**config.mk**
```make
export PLATFORM = sky130hd
export DESIGN_NAME = swsb_bridge
export DESIGN_NICKNAME = d
export VERILOG_FILES = /design/src/common/swsb_pkg.sv /design/src/common/swsb_stream_if.sv /design/src/hdl/swsb_fifo.sv /design/src/hdl/swsb_bridge.sv
export SDC_FILE = /design/constraint.sdc
export NUM_CORES = 2
export LEC_CHECK = 0
export CORE_ASPECT_RATIO = 1.1
export CORE_UTILIZATION = 45
export CTS_CLUSTER_DIAMETER = 30
export DETAILED_ROUTE_END_ITERATION = 8
export DONT_BUFFER_PORTS = 1
export PLACE_DENSITY = 0.59
export SLEW_MARGIN = 25
export SYNTH_ARGS = -nofsm -noshare
export SYNTH_HDL_FRONTEND = slang
export SYNTH_SLANG_ARGS = --single-unit
```
**constraint.sdc**
```tcl
create_clock -name mclk -period 145 [get_ports mclk]
set_input_delay 29 -clock mclk [delete_from_list [all_inputs] [get_ports mclk]]
set_output_delay 29 -clock mclk [all_outputs]
set_load 0.005 [all_outputs]
```
**src/common/swsb_pkg.sv**
```systemverilog
// Constants and types shared by the single-wire sensor bridge
package swsb_pkg;
   // Clock and bus timing, times in ns
   localparam int CLK_NS        = 20;
   localparam int T_RST_LOW_NS  = 480000;
   localparam int T_RST_SMP_NS  = 70000;
   localparam int T_RST_REC_NS  = 410000;
   localparam int T_SLOT_NS     = 70000;
   localparam int T_W0_LOW_NS   = 60000;
   localparam int T_W1_LOW_NS   = 6000;
   localparam int T_RD_SMP_NS   = 15000;
   localparam int T_SEC_NS      = 1000000000;
   // Least times round up, sample points round down
   localparam int RST_LOW_CYC   = (T_RST_LOW_NS + CLK_NS - 1) / CLK_NS;
   localparam int RST_SMP_CYC   = RST_LOW_CYC + T_RST_SMP_NS / CLK_NS;
   localparam int RST_END_CYC   = RST_LOW_CYC + (T_RST_REC_NS + CLK_NS - 1) / CLK_NS;
   localparam int SLOT_CYC      = (T_SLOT_NS + CLK_NS - 1) / CLK_NS;
   localparam int W0_LOW_CYC    = (T_W0_LOW_NS + CLK_NS - 1) / CLK_NS;
   localparam int W1_LOW_CYC    = T_W1_LOW_NS / CLK_NS;
   localparam int RD_SMP_CYC    = T_RD_SMP_NS / CLK_NS;
   localparam int SEC_CYC       = T_SEC_NS / CLK_NS;
   // Host packet codes
   localparam logic [7:0] CMD_DEV_INFO = 8'h12;
   localparam logic [7:0] CMD_TEMP_CFG = 8'h13;
   localparam logic [7:0] CMD_XACT     = 8'h14;
   localparam logic [7:0] RSP_FLAG     = 8'h40;
   localparam logic [7:0] RSP_ERR      = 8'hc0;
   localparam logic [7:0] RSP_TEMP     = 8'h82;
   // Bus command bytes
   localparam logic [7:0] BUS_SEARCH   = 8'hf0;
   localparam logic [7:0] BUS_MATCH    = 8'h55;
   localparam logic [7:0] BUS_SKIP     = 8'hcc;
   localparam logic [7:0] BUS_CONVERT  = 8'h44;
   localparam logic [7:0] BUS_RD_PAD   = 8'hbe;
   // Packet sizes and limits
   localparam int         CMD_BYTES    = 16;
   localparam int         SLOTS        = 16;
   localparam logic [7:0] SLOT_NONE    = 8'h10;
   localparam logic [7:0] MAX_RD       = 8'h0e;
   localparam logic [4:0] LEN_DEVINFO  = 5'h01;
   localparam logic [4:0] LEN_TEMPCFG  = 5'h04;
   localparam logic [4:0] LEN_XMIN     = 5'h02;
   localparam logic [4:0] LEN_XMAX     = 5'h10;
   localparam logic [4:0] RSP_DEVINFO  = 5'h09;
   localparam logic [4:0] RSP_TEMPLEN  = 5'h03;
   localparam logic [3:0] TEMP_RD      = 4'h2;
   localparam int         TXB          = 23;
   localparam int         RSP_W        = 9;
   localparam int         FIFO_DEPTH   = 8;

   typedef enum logic [1:0] {
      OP_RST = 2'b00,
      OP_W0  = 2'b01,
      OP_W1  = 2'b10,
      OP_RD  = 2'b11
   } swsb_op_t;

   typedef enum logic [1:0] {
      JOB_CMD  = 2'b00,
      JOB_TEMP = 2'b01,
      JOB_CONV = 2'b10
   } swsb_job_t;
endpackage

```
**src/common/swsb_stream_if.sv**
```systemverilog
// Valid/ready stream carrier between bridge modules
`timescale 1ns/10ps
`default_nettype none
interface swsb_stream_if #(parameter int W = 8) ();
   logic         valid;
   logic         ready;
   logic [W-1:0] data;
   modport src (output valid, output data, input ready);
   modport snk (input valid, input data, output ready);
endinterface
`default_nettype wire

```
**src/hdl/swsb_fifo.sv**
```systemverilog
// Parameterised response FIFO
`timescale 1ns/10ps
`default_nettype none
module swsb_fifo #(
   parameter int W = 9,
   parameter int D = 8
) (
   // Clock and reset
   input wire logic     mclk,
   input wire logic     rst,
   // Fill and drain sides
   swsb_stream_if.snk   wr,
   swsb_stream_if.src   rd
);
   localparam int AW = (D > 1) ? $clog2(D) : 1;
   localparam logic [AW-1:0] LAST = AW'(D - 1);
   localparam logic [AW:0]   FULL = (AW+1)'(D);

   logic [W-1:0]  mem_r [0:D-1];
   logic [AW-1:0] wp_r;
   logic [AW-1:0] rp_r;
   logic [AW:0]   cnt_r;
   logic          push;
   logic          pop;

   assign wr.ready = (cnt_r != FULL);
   assign rd.valid = (cnt_r != '0);
   assign rd.data  = mem_r[rp_r];
   assign push     = wr.valid & wr.ready;
   assign pop      = rd.valid & rd.ready;

   always_ff @(posedge mclk) begin
      if (push) begin
         mem_r[wp_r] <= wr.data;
      end
   end

   always_ff @(posedge mclk or posedge rst) begin
      if (rst) begin
         wp_r  <= '0;
         rp_r  <= '0;
         cnt_r <= '0;
      end else begin
         if (push) begin
            wp_r <= (wp_r == LAST) ? '0 : AW'(wp_r + 1'b1);
         end
         if (pop) begin
            rp_r <= (rp_r == LAST) ? '0 : AW'(rp_r + 1'b1);
         end
         if (push && !pop) begin
            cnt_r <= (AW+1)'(cnt_r + 1'b1);
         end else if (pop && !push) begin
            cnt_r <= (AW+1)'(cnt_r - 1'b1);
         end
      end
   end
endmodule
`default_nettype wire

```
**src/hdl/swsb_bridge.sv**
```systemverilog
// Host packet to single-wire sensor bus bridge
`timescale 1ns/10ps
`default_nettype none
// Functional notes
// - After reset, search the bus and store up to 16 found identity records.
// - Device-info command 0x12 has one byte, a slot index 0 to 15.
// - Device-info answer is 0x52 with nine bytes: slot, then identity record.
// - First returned record byte is the family code.
// - Only slots of the two sensor families may do timed conversion.
// - Report setup 0x13 has four bytes: slot enable masks, two zeros; ack 0x53.
// - Each enabled sensor slot is reported to the host once per second.
// - A transaction writes at most 14 payload bytes and reads at most 14.
// - Transaction is bus reset, address phase, then write and/or read.
// - Transaction command 0x14: 2-16 bytes, slot 0-16, read count 0-14, payload.
// - Slot 16 means no address phase.
// - Found slot gets select-by-serial plus its identity record before the write.
// - Two data bytes means no write phase beyond any address bytes.
// - More bytes: payload of length minus two follows the address phase.
// - Zero read count skips reading, else read bytes go into the answer.
module swsb_bridge #(
   parameter int         RST_LOW    = swsb_pkg::RST_LOW_CYC,
   parameter int         RST_SMP    = swsb_pkg::RST_SMP_CYC,
   parameter int         RST_END    = swsb_pkg::RST_END_CYC,
   parameter int         SEC_CYCLES = swsb_pkg::SEC_CYC,
   parameter int         DEPTH      = swsb_pkg::FIFO_DEPTH,
   parameter logic [7:0] FAM_A      = 8'h3a,  // Arbitrary value
   parameter logic [7:0] FAM_B      = 8'h5c   // Arbitrary value
) (
   // Clock and reset
   input  wire logic                              mclk,
   input  wire logic                              rst,
   // Host command packet
   input  wire logic                              cmd_valid,
   output logic                                   cmd_ready,
   input  wire logic [7:0]                        cmd_type,
   input  wire logic [4:0]                        cmd_len,
   input  wire logic [swsb_pkg::CMD_BYTES*8-1:0]  cmd_data,
   // Response byte stream
   output logic                                   rsp_valid,
   input  wire logic                              rsp_ready,
   output logic [7:0]                             rsp_data,
   output logic                                   rsp_last,
   // Single-wire bus pin
   input  wire logic                              dq_i,
   output logic                                   dq_o,
   output logic                                   dq_oe,
   // Status
   output logic                                   enum_done
);
   import swsb_pkg::*;

   typedef enum logic [4:0] {
      S_BOOT  = 5'h00, S_E_RST = 5'h01, S_E_CMD = 5'h02, S_E_RB  = 5'h03,
      S_E_RC  = 5'h04, S_E_WD  = 5'h05, S_E_STO = 5'h06, S_IDLE  = 5'h07,
      S_T_NXT = 5'h08, S_X_RST = 5'h09, S_X_WR  = 5'h0a, S_X_RD  = 5'h0b,
      S_RESP  = 5'h0c
   } swsb_st_t;

   swsb_stream_if #(.W(RSP_W)) push_if ();
   swsb_stream_if #(.W(RSP_W)) pop_if ();

   ////////////////////////////////////////////////////////////////////////////
   // Pin synchroniser and bit-slot engine
   logic           dq_s1_r, dq_s2_r, dq_s3_r, dq_f_r;
   swsb_op_t       op_r, kind_r;
   logic           op_go_r, busy_r, bit_done_r, bit_val_r;
   logic [15:0]    cnt_r, low_lim, smp_lim, end_lim;

   assign dq_o = 1'b0;

   always_ff @(posedge mclk or posedge rst) begin
      if (rst) begin
         dq_s1_r <= 1'b1;
         dq_s2_r <= 1'b1;
         dq_s3_r <= 1'b1;
         dq_f_r  <= 1'b1;
      end else begin
         dq_s1_r <= dq_i;
         dq_s2_r <= dq_s1_r;
         dq_s3_r <= dq_s2_r;
         if (dq_s2_r == dq_s3_r) begin
            dq_f_r <= dq_s3_r;
         end
      end
   end

   always_comb begin
      case (kind_r)
         OP_RST: begin
            low_lim = 16'(RST_LOW);
            smp_lim = 16'(RST_SMP);
            end_lim = 16'(RST_END);
         end
         OP_W0: begin
            low_lim = 16'(W0_LOW_CYC);
            smp_lim = 16'(RD_SMP_CYC);
            end_lim = 16'(SLOT_CYC);
         end
         default: begin
            low_lim = 16'(W1_LOW_CYC);
            smp_lim = 16'(RD_SMP_CYC);
            end_lim = 16'(SLOT_CYC);
         end
      endcase
   end

   always_ff @(posedge mclk or posedge rst) begin
      if (rst) begin
         kind_r     <= OP_RST;
         busy_r     <= 1'b0;
         bit_done_r <= 1'b0;
         bit_val_r  <= 1'b1;
         cnt_r      <= '0;
         dq_oe      <= 1'b0;
      end else begin
         bit_done_r <= 1'b0;
         if (op_go_r) begin
            kind_r <= op_r;
            busy_r <= 1'b1;
            cnt_r  <= '0;
            dq_oe  <= 1'b1;
         end else if (busy_r) begin
            cnt_r <= cnt_r + 16'h0001;
            if (cnt_r == low_lim - 16'h0001) begin
               dq_oe <= 1'b0;
            end
            if (cnt_r == smp_lim) begin
               bit_val_r <= dq_f_r;
            end
            if (cnt_r == end_lim - 16'h0001) begin
               busy_r     <= 1'b0;
               bit_done_r <= 1'b1;
            end
         end
      end
   end

   ////////////////////////////////////////////////////////////////////////////
   // Once-per-second tick and sensor eligibility
   logic [31:0]      sec_cnt_r;
   logic             sec_tick;
   logic [SLOTS-1:0] found_r, elig, temp_en_r;
   logic [63:0]      id_mem_r [0:SLOTS-1];

   assign sec_tick = (sec_cnt_r == 32'(SEC_CYCLES - 1));

   always_ff @(posedge mclk or posedge rst) begin
      if (rst) begin
         sec_cnt_r <= '0;
      end else begin
         sec_cnt_r <= sec_tick ? '0 : sec_cnt_r + 32'h1;
      end
   end

   for (genvar g = 0; g < SLOTS; g++) begin : g_elig
      assign elig[g] = found_r[g] &&
                       (id_mem_r[g][7:0] == FAM_A || id_mem_r[g][7:0] == FAM_B);
   end

   ////////////////////////////////////////////////////////////////////////////
   // Command decode helpers
   logic [7:0]       d0, d1;
   logic [4:0]       x_off, x_len;
   logic [TXB*8-1:0] x_pfx, x_tx;
   logic             x_ok;

   assign d0 = cmd_data[7:0];
   assign d1 = cmd_data[15:8];
   assign x_ok = cmd_len >= LEN_XMIN && cmd_len <= LEN_XMAX && d0 <= SLOT_NONE &&
                 d1 <= MAX_RD && (cmd_len != LEN_XMIN || d1 != 8'h00);

   always_comb begin
      x_pfx = '0;
      if (d0 == SLOT_NONE) begin
         x_off = 5'd0;
      end else if (d0 < SLOT_NONE && found_r[d0[3:0]]) begin
         x_off = 5'd9;
         x_pfx[71:0] = {id_mem_r[d0[3:0]], BUS_MATCH};
      end else begin
         x_off = 5'd1;
         x_pfx[7:0] = BUS_SKIP;
      end
      // Payload sits straight after the address bytes
      x_tx  = ({72'h0, cmd_data[127:16]} << {x_off, 3'b000}) | x_pfx;
      x_len = 5'(x_off + cmd_len - LEN_XMIN);
   end

   ////////////////////////////////////////////////////////////////////////////
   // Main sequencer
   swsb_st_t         st_r;
   swsb_job_t        job_r;
   logic             pend_r, b_r, temp_pend_r, rx_base_r, dir, push_last;
   logic [3:0]       slot_r, rd_cnt_r, ri_r;
   logic [4:0]       tslot_r, tx_len_r, wi_r, rsp_len_r, ridx_r;
   logic [5:0]       idb_r;
   logic [6:0]       ld_r, lz_r, bitnum;
   logic [2:0]       bitn_r;
   logic [63:0]      rom_r;
   logic [7:0]       sh_r, rsp_type_r, push_byte;
   logic [TXB*8-1:0] tx_r;
   logic [7:0]       rsp_buf_r [0:15];

   // Commands wait until the enumeration flag is already up
   assign cmd_ready = (st_r == S_IDLE) && enum_done && !temp_pend_r;
   assign bitnum    = {1'b0, idb_r} + 7'd1;

   always_comb begin
      if (b_r != bit_val_r) begin
         dir = b_r;
      end else if (bitnum < ld_r) begin
         dir = rom_r[idb_r];
      end else begin
         dir = (bitnum == ld_r);
      end
   end

   always_ff @(posedge mclk or posedge rst) begin
      if (rst) begin
         st_r <= S_BOOT;  job_r <= JOB_CMD;  pend_r <= 1'b0;  op_go_r <= 1'b0;
         op_r <= OP_RST;  b_r <= 1'b0;  temp_pend_r <= 1'b0;  rx_base_r <= 1'b0;
         slot_r <= '0;  rd_cnt_r <= '0;  ri_r <= '0;  tslot_r <= '0;  tx_len_r <= '0;
         wi_r <= '0;  rsp_len_r <= '0;  ridx_r <= '0;  idb_r <= '0;  ld_r <= '0;
         lz_r <= '0;  bitn_r <= '0;  rom_r <= '0;  sh_r <= '0;  rsp_type_r <= '0;
         tx_r <= '0;  found_r <= '0;  temp_en_r <= '0;  enum_done <= 1'b0;
         for (int i = 0; i < SLOTS; i++) begin
            id_mem_r[i]  <= '0;
            rsp_buf_r[i] <= '0;
         end
      end else begin
         op_go_r <= 1'b0;
         case (st_r)
            S_BOOT: begin
               tx_r[7:0] <= BUS_SEARCH;
               st_r      <= S_E_RST;
            end
            S_E_RST: begin
               if (!pend_r) begin
                  op_r <= OP_RST;  op_go_r <= 1'b1;  pend_r <= 1'b1;
               end else if (bit_done_r) begin
                  pend_r <= 1'b0;  bitn_r <= '0;
                  st_r   <= bit_val_r ? S_IDLE : S_E_CMD;
               end
            end
            S_E_CMD: begin
               if (!pend_r) begin
                  op_r <= tx_r[bitn_r] ? OP_W1 : OP_W0;  op_go_r <= 1'b1;  pend_r <= 1'b1;
               end else if (bit_done_r) begin
                  pend_r <= 1'b0;  bitn_r <= bitn_r + 3'd1;
                  if (bitn_r == 3'd7) begin
                     idb_r <= '0;  lz_r <= '0;  st_r <= S_E_RB;
                  end
               end
            end
            S_E_RB, S_E_RC: begin
               if (!pend_r) begin
                  op_r <= OP_RD;  op_go_r <= 1'b1;  pend_r <= 1'b1;
               end else if (bit_done_r) begin
                  pend_r <= 1'b0;
                  if (st_r == S_E_RB) begin
                     b_r <= bit_val_r;  st_r <= S_E_RC;
                  end else if (b_r && bit_val_r) begin
                     st_r <= S_IDLE;
                  end else begin
                     if (!b_r && !bit_val_r && !dir) begin
                        lz_r <= bitnum;
                     end
                     rom_r[idb_r] <= dir;  st_r <= S_E_WD;
                  end
               end
            end
            S_E_WD: begin
               if (!pend_r) begin
                  op_r <= rom_r[idb_r] ? OP_W1 : OP_W0;  op_go_r <= 1'b1;  pend_r <= 1'b1;
               end else if (bit_done_r) begin
                  pend_r <= 1'b0;  idb_r <= idb_r + 6'd1;
                  st_r   <= (idb_r == 6'd63) ? S_E_STO : S_E_RB;
               end
            end
            S_E_STO: begin
               id_mem_r[slot_r] <= rom_r;
               found_r[slot_r]  <= 1'b1;
               ld_r   <= lz_r;  slot_r <= slot_r + 4'd1;
               st_r   <= (lz_r == 7'd0 || slot_r == 4'd15) ? S_IDLE : S_E_RST;
            end
            S_IDLE: begin
               enum_done <= 1'b1;
               job_r     <= JOB_CMD;
               ridx_r    <= '0;
               rx_base_r <= 1'b0;
               if (cmd_valid && cmd_ready) begin
                  rsp_type_r <= cmd_type | RSP_ERR;
                  rsp_len_r  <= '0;
                  st_r       <= S_RESP;
                  case (cmd_type)
                     CMD_DEV_INFO: begin
                        if (cmd_len == LEN_DEVINFO && d0 < SLOT_NONE) begin
                           rsp_type_r   <= cmd_type | RSP_FLAG;
                           rsp_len_r    <= RSP_DEVINFO;
                           rsp_buf_r[0] <= d0;
                           for (int k = 0; k < 8; k++) begin
                              rsp_buf_r[k+1] <= id_mem_r[d0[3:0]][8*k +: 8];
                           end
                        end
                     end
                     CMD_TEMP_CFG: begin
                        if (cmd_len == LEN_TEMPCFG && cmd_data[31:16] == 16'h0000) begin
                           temp_en_r  <= {d1, d0};
                           rsp_type_r <= cmd_type | RSP_FLAG;
                        end
                     end
                     CMD_XACT: begin
                        if (x_ok) begin
                           rsp_type_r <= cmd_type | RSP_FLAG;
                           rsp_len_r  <= d1[4:0];
                           rd_cnt_r   <= d1[3:0];
                           tx_r       <= x_tx;
                           tx_len_r   <= x_len;
                           st_r       <= S_X_RST;
                        end
                     end
                     default: begin
                     end
                  endcase
               end else if (temp_pend_r) begin
                  temp_pend_r <= 1'b0;  tslot_r <= '0;  st_r <= S_T_NXT;
               end
            end
            S_T_NXT: begin
               rsp_buf_r[0] <= {3'b000, tslot_r};
               rsp_type_r   <= RSP_TEMP;
               rsp_len_r    <= RSP_TEMPLEN;
               rx_base_r    <= 1'b1;
               ridx_r       <= '0;
               tx_r         <= '0;
               if (tslot_r == 5'd16) begin
                  // Start the next conversion on every sensor at once
                  tx_r[15:0] <= {BUS_CONVERT, BUS_SKIP};
                  tx_len_r   <= 5'd2;  rd_cnt_r <= '0;  job_r <= JOB_CONV;
                  st_r       <= S_X_RST;
               end else if (elig[tslot_r[3:0]] && temp_en_r[tslot_r[3:0]]) begin
                  tx_r[79:0] <= {BUS_RD_PAD, id_mem_r[tslot_r[3:0]], BUS_MATCH};
                  tx_len_r   <= 5'd10;  rd_cnt_r <= TEMP_RD;  job_r <= JOB_TEMP;
                  st_r       <= S_X_RST;
               end else begin
                  tslot_r <= tslot_r + 5'd1;
               end
            end
            S_X_RST: begin
               if (!pend_r) begin
                  op_r <= OP_RST;  op_go_r <= 1'b1;  pend_r <= 1'b1;
               end else if (bit_done_r) begin
                  pend_r <= 1'b0;  wi_r <= '0;  ri_r <= '0;  bitn_r <= '0;
                  st_r   <= (tx_len_r == 5'd0) ? S_X_RD : S_X_WR;
               end
            end
            S_X_WR: begin
               if (!pend_r) begin
                  op_r    <= tx_r[{wi_r, bitn_r}] ? OP_W1 : OP_W0;
                  op_go_r <= 1'b1;  pend_r <= 1'b1;
               end else if (bit_done_r) begin
                  pend_r <= 1'b0;  bitn_r <= bitn_r + 3'd1;
                  if (bitn_r == 3'd7) begin
                     wi_r <= wi_r + 5'd1;
                     if (wi_r == tx_len_r - 5'd1) begin
                        st_r <= S_X_RD;
                     end
                  end
               end
            end
            S_X_RD: begin
               if (ri_r == rd_cnt_r) begin
                  st_r <= (job_r == JOB_CONV) ? S_IDLE : S_RESP;
               end else if (!pend_r) begin
                  op_r <= OP_RD;  op_go_r <= 1'b1;  pend_r <= 1'b1;
               end else if (bit_done_r) begin
                  pend_r <= 1'b0;  bitn_r <= bitn_r + 3'd1;
                  sh_r   <= {bit_val_r, sh_r[7:1]};
                  if (bitn_r == 3'd7) begin
                     rsp_buf_r[4'(ri_r + {3'b000, rx_base_r})] <= {bit_val_r, sh_r[7:1]};
                     ri_r <= ri_r + 4'd1;
                  end
               end
            end
            S_RESP: begin
               if (push_if.ready) begin
                  ridx_r <= ridx_r + 5'd1;
                  if (push_last) begin
                     tslot_r <= tslot_r + 5'd1;
                     st_r    <= (job_r == JOB_TEMP) ? S_T_NXT : S_IDLE;
                  end
               end
            end
            default: begin
               st_r <= S_IDLE;
            end
         endcase
         // A tick arriving with the clear still leaves a scan pending
         if (sec_tick && |(elig & temp_en_r)) begin
            temp_pend_r <= 1'b1;
         end
      end
   end

   ////////////////////////////////////////////////////////////////////////////
   // Response packets: type, length, data bytes
   always_comb begin
      case (ridx_r)
         5'd0:    push_byte = rsp_type_r;
         5'd1:    push_byte = {3'b000, rsp_len_r};
         default: push_byte = rsp_buf_r[4'(ridx_r - 5'd2)];
      endcase
   end

   assign push_last     = (ridx_r == rsp_len_r + 5'd1);
   assign push_if.valid = (st_r == S_RESP);
   assign push_if.data  = {push_last, push_byte};
   assign rsp_valid     = pop_if.valid;
   assign rsp_data      = pop_if.data[7:0];
   assign rsp_last      = pop_if.data[8];
   assign pop_if.ready  = rsp_ready;

   swsb_fifo #(.W(RSP_W), .D(DEPTH)) u_fifo (
      .mclk (mclk),
      .rst  (rst),
      .wr   (push_if),
      .rd   (pop_if)
   );
endmodule
`default_nettype wire

```
[Yosys cells after proc, flatten, opt, wreduce, memory -nomap -nowiden]
Memories as Yosys holds them, arrays and structs flattened.
Index checks and enable logic that the tools add are counted.
Word-level totals
  RAM bits: 72
  output and inout bits: 14
  memories kept: 1
  bits of input ports: 146
  bits in read-only memories: 0
  flip-flop bits (word level): 1591
  bits in latches: 0
Cells by class
  $mul: 0
  add/sub/neg operators: 22
  equality and inequality tests: 115
  mux-type cells: 201
  bitwise gates (word level): 14
  reduce and logical (&&, ||, !) cells: 117
  shift-type cells: 1
  divide/modulo/power cells: 0
  order comparisons: 21
Memories
  u_fifo.mem_r: depth 8, width 9, rd ports 1, clocked after Yosys merged registers in 0, wr ports 1, line swsb_fifo.sv:19  | logic [W-1:0] mem_r [0:D-1];
Operator list (number)
  $bwmux W1024: 1
  $mux W184: 3
  $bmux W64 S4: 2
  $mux W128: 4
  $mux W64: 7
  $pmux W176 S2: 1
  $mux W72: 4
  $demux W64 S4: 1
  $mux W5: 41
  $or A184 B72 Y184: 1
  $shl A112 B8 Y184: 1
  $bwmux W128: 1
  $eq A8 B6 Y1 const B: 16
  $eq A8 B7 Y1 const B: 16
  $pmux W64 S2: 1
  $mux W80: 1
  $mux W4: 18
  $pmux W8 S3: 3
  $ne A2 B2 Y1 const B: 34
  $bwmux W64: 1
  $mux W16: 4
  $mux W8: 8
  $pmux W5 S12: 1
  $mux W7: 8
  other kinds (105): 313

[Logic depth before layout (Yosys ltp)]
  depth in word-level cells: 12
  mapped depth: 17

[Modules after synthesis]
A second synthesis with hierarchy kept.
Second synthesis, totals
  cells, all modules: 6727
  area total of the unflattened synthesis: 87722.9 µm²
Modules (own cells, without submodules)
  swsb_bridge: times used 1, area an instance 84309.6 µm², cells an instance 6557
  swsb_fifo: times used 1, area an instance 3413.3 µm², cells an instance 170

[Worst setup path before layout]
Ideal clock, no wire load.
  path kind: input to register
  start: input port cmd_data[0] (netlist name)
  end: register tx_len_r[4]
  stages on the path: 12
  arrival time: 31.568 ns
  data required time: 144.879 ns
  slack: 113.311 ns
  cell sequence: buf_4 > mux4_2 > mux4_2 > nand2_2 > buf_2 > buf_2 > ha_1 > inv_1 > ha_1 > a21oi_1 > xnor2_1 > a22o_1
Between the ends
  cells in the longest elaborated chain, start to end: 11
Ends and longest elaborated chain
  start, declared: line swsb_bridge.sv:37  | input wire logic [swsb_pkg::CMD_BYTES*8-1:0] cmd_data,
  $bmux W1 S4: line swsb_bridge.sv:176  | end else if (d0 < SLOT_NONE && found_r[d0[3:0]]) begin
  $mux W1 (not written as such): line swsb_bridge.sv:176
  $logic_and A1 B1 Y1: line swsb_bridge.sv:176
  $mux W4: line swsb_bridge.sv:176
  $mux W4: line swsb_bridge.sv:174  | if (d0 == SLOT_NONE) begin
  $add A5 B5 Y5: line swsb_bridge.sv:185  | x_len = 5'(x_off + cmd_len - LEN_XMIN);
  $sub A5 B2 Y5: line swsb_bridge.sv:185
  $mux W5: line swsb_bridge.sv:312  | if (x_ok) begin
  $mux W5: line swsb_bridge.sv:294  | case (cmd_type)
  $mux W5: line swsb_bridge.sv:290  | if (cmd_valid && cmd_ready) begin
  $pmux W5 S2: line swsb_bridge.sv:231  | case (st_r)
  end signal, assigned: line swsb_bridge.sv:317  | tx_len_r <= x_len;
  end, declared: line swsb_bridge.sv:194  | logic [4:0] tslot_r, tx_len_r, wi_r, rsp_len_r, ridx_r;
Several ways; a longest one is shown, not always the timed one. The select of a mux whose other input is x is not followed.
A chain may end at the register's enable or synchronous reset.

==> results.md <==
- Antenna violations before repair: 18
- Clk_skew: 0.0420 ns
- H-tree depth: 5
- Worst endpoint data arrival time: 33.37 ns
- Pwr Density: 13.1 mW/mm^2
- Post-synth EDFFs: 72
- CTS max path bufs: 4
- Max-cap violations: 0
- Post-synthesis cell area: 0.0873 mm^2
- Initial DRT Pass Iterations: 8
- Slowest cell on crit path: buf_4
- Outcome: finished, final reports clean
- Final Hold Viols: 0
- Layout cells sized above 1: 40.0%
- Synth Instances: 6492
- Cell taking the most area after synthesis: dfrtp_1
- Critical path class: in -> async
- Final ANT Viol Nets: 0
- Clk_lat worst skew: 0.96 ns
- Slew headroom: 1.55%
- Sequential element share of the synthesized area: 48.0%
- #FFs+latches synth: 1661
- Core footprint: 0.193 mm^2
- Final Power: 1.34 mW
- HPWL Detailed: 176 mm
- Routed len/inst: 30.7 um
- Final Max Slew Viols: 0
- Top Ports: 160
- Unrepaired setup endpoints after global routing: no
- Critical path, cell by cell: clkinv_8, buf_4, buf_4, buf_4, buf_4, buf_6
- Port-buffer cells: 0
- Fin util: 53.0%
- Critical path capture point type: async pin
- Starting Density: 45.3%
- Root buffer cell: clkbuf_16
- CTS tree: done
- TritonCTS Buffers: 369
- Post-route minimum period: 32.43 ns
- Pin count of the biggest net entering global routing: 302
- Top cell type's share of synthesized area: 45.4%
- Worst Tran Pin Value: 1.48 ns
- Setup TNS Final: 0 ns
- Clock Sinks: 1661
- Post-route DRC violation count: 0
- Synth warnings: 0
- Commonest non-fill, non-tap cells in the layout: 1573 x dfrtp_1, 1190 x mux2_2, 638 x mux4_2
- Filler cell count: 15800
- Seq. cell area: 0.0420 mm^2
- Rows: 169
- Post-cts sizing count: 0
- Total global-route track usage: 29.0%
- Async S/R FF share, synth: 95.7%
- Unique masters post-synth: 94
- Vias per cell: 6.37
- Syn nets: 6685
- Commonest non-fill, non-tap cell in the layout: dfrtp_1
- Peak supply drop: 0.0115 mV
- Most common cell on crit path: buf_4
- Critical Path Start Type: input port
- Multi-input gate area in the final layout: 0.0430 mm^2
- Vias in the first global route: 60300
- Setup bufs post-CTS: 0
- Fin crit share: 22.4%
- Syn avg cell area: 13.5 um^2
- Pleak: 46.3 nW
- CP max FO: 138
- Worst hold slack: 0.353 ns
- Drt total wl: 283 mm
- Chip width: 422 um
- Routability cong.: 0.957
- Nets: 6566
- Final setup fails: 0
- Total number of vias: 58900
- DRT iter0 DRCs: 5515
- Min-Delay Path Class: reg -> reg
- Crit path largest cell delay: 0.81 ns
- Most area-consuming cells after synthesis: dfrtp_1 45%, mux4_2 16%, mux2_2 15%
- CTS clk-pin slew, worst paths: 0.04 ns
- Worst EP required: 145.95 ns
- Fmax: 30.8 MHz
- Total overflow reported by the global router: 0
- First-pass GRT wire length: 421 mm
- Die area: 0.196 mm^2
- Ys flop type: dfrtp_1
- Area Growth Syn to Fin: 17.0%
- Chip height: 464 um
- Hold-fix buffers, CTS: 0
==> final timing paths <==
path,cells past startpoint,slack [ns],end,startpoint
worst min-delay path,0,0.35,dq_s2_r$_DFF_PP1_,dq_s1_r$_DFF_PP1_
worst min register to register,0,0.35,dq_s2_r$_DFF_PP1_,dq_s1_r$_DFF_PP1_
max in group mclk,10,112.58,tx_r[21]$_DFFE_PP0P_,cmd_data[3]
min in group asynchronous,1,28.01,temp_en_r[10]$_DFFE_PP0P_,rst
worst max register to register,6,140.18,tx_r[57]$_DFFE_PP0P_,tslot_r[0]$_DFFE_PP0P_
worst max-delay path,6,112.58,id_mem_r[493]$_DFFE_PP0P_,rst
==> cell families (layout without fill, tap and decap cells) <==
group,count (synthesis),in the layout,share of synthesized area (%)
xor+xnor,87,87,0.888
fa+ha+maj,48,48,0.702
flops,1661,1661,48.0
mux,2053,2053,34.4
other cells,1,19,0.00429
buf+inv,676,850,3.07
compound gates,853,853,6.64
simple gates,1113,1113,6.32
==> stage by stage <==
stage	cells	setup WS, ns	area [um^2]
after floorplan	6492	71.17	87300
after global placement	8565	110.96	89300
after detailed placement	8565	111.24	89300
after CTS	9229	112.21	102000
after global routing	9240	111.88	102000
final	9249	112.58	102000
==> critical path: cells and delay by family <==
family   cells  cell delay (ns)
buf+inv      6             4.15
==> flip-flops by register name, summed over array words and instances (netlist names), 5 cells and up <==
name	count
lz_r	7
temp_en_r	16
found_r	16
rsp_buf_r	128
tslot_r	5
rsp_len_r	5
tx_len_r	5
wi_r	5
id_mem_r	1024
cnt_r	16
sh_r	7
ld_r	7
ridx_r	5
idb_r	6
rom_r	64
sec_cnt_r	32
u_fifo.mem_r	72
rsp_type_r	8
tx_r	184
==> synthesized netlist by cell type, types with 15 or more instances <==
cell	number
nand2b_1	78
o21ai_0	289
and2_1	25
nand4_1	33
or4bb_1	16
nor2b_1	18
xor2_1	46
a22oi_1	50
o211ai_1	49
nand3_1	98
edfxtp_1	72
nor2_1	217
mux2_2	1190
clkbuf_1	348
ha_1	45
inv_1	68
buf_1	170
nor4_1	25
o221ai_1	15
mux2i_1	225
dfrtp_1	1584
mux4_2	638
a21oi_1	97
a31oi_1	43
buf_2	72
a22o_1	82
nand3b_1	15
nor4bb_1	27
o211a_1	17
nor3_1	41
and3_1	17
xnor2_1	40
o41ai_1	35
nand2_1	434
o22ai_1	16
a221o_1	26
==> layer usage <==
metal / wire [um] / GRT usage [%]
met5: 123 / 0
met1: 116000 / 38.6
met2: 129000 / 44.3
met3: 23400 / 7.07
met4: 14600 / 14.2
==> layout make-up <==
type / count / share of cell area [%]
Sequential cell: 1661 / 41.0
Multi-Input combinational cell: 4155 / 42.1
Tap cell: 2565 / 3.14
Antenna cell: 18 / 0.0441
Clock buffer: 470 / 10.1
Timing Repair Buffer: 115 / 0.911
Inverter: 71 / 0.275
Clock inverter: 194 / 2.37
==> report_power, final <==
group	internal, mW	total [mW]	leakage, nW	switching (mW)
sequential	0.467	0.467	22.8	0.0000466
clock	0.582	0.855	6.18	0.273
combinational	0.00671	0.0218	17.4	0.0151
Power figures use the tool's default switching activity.
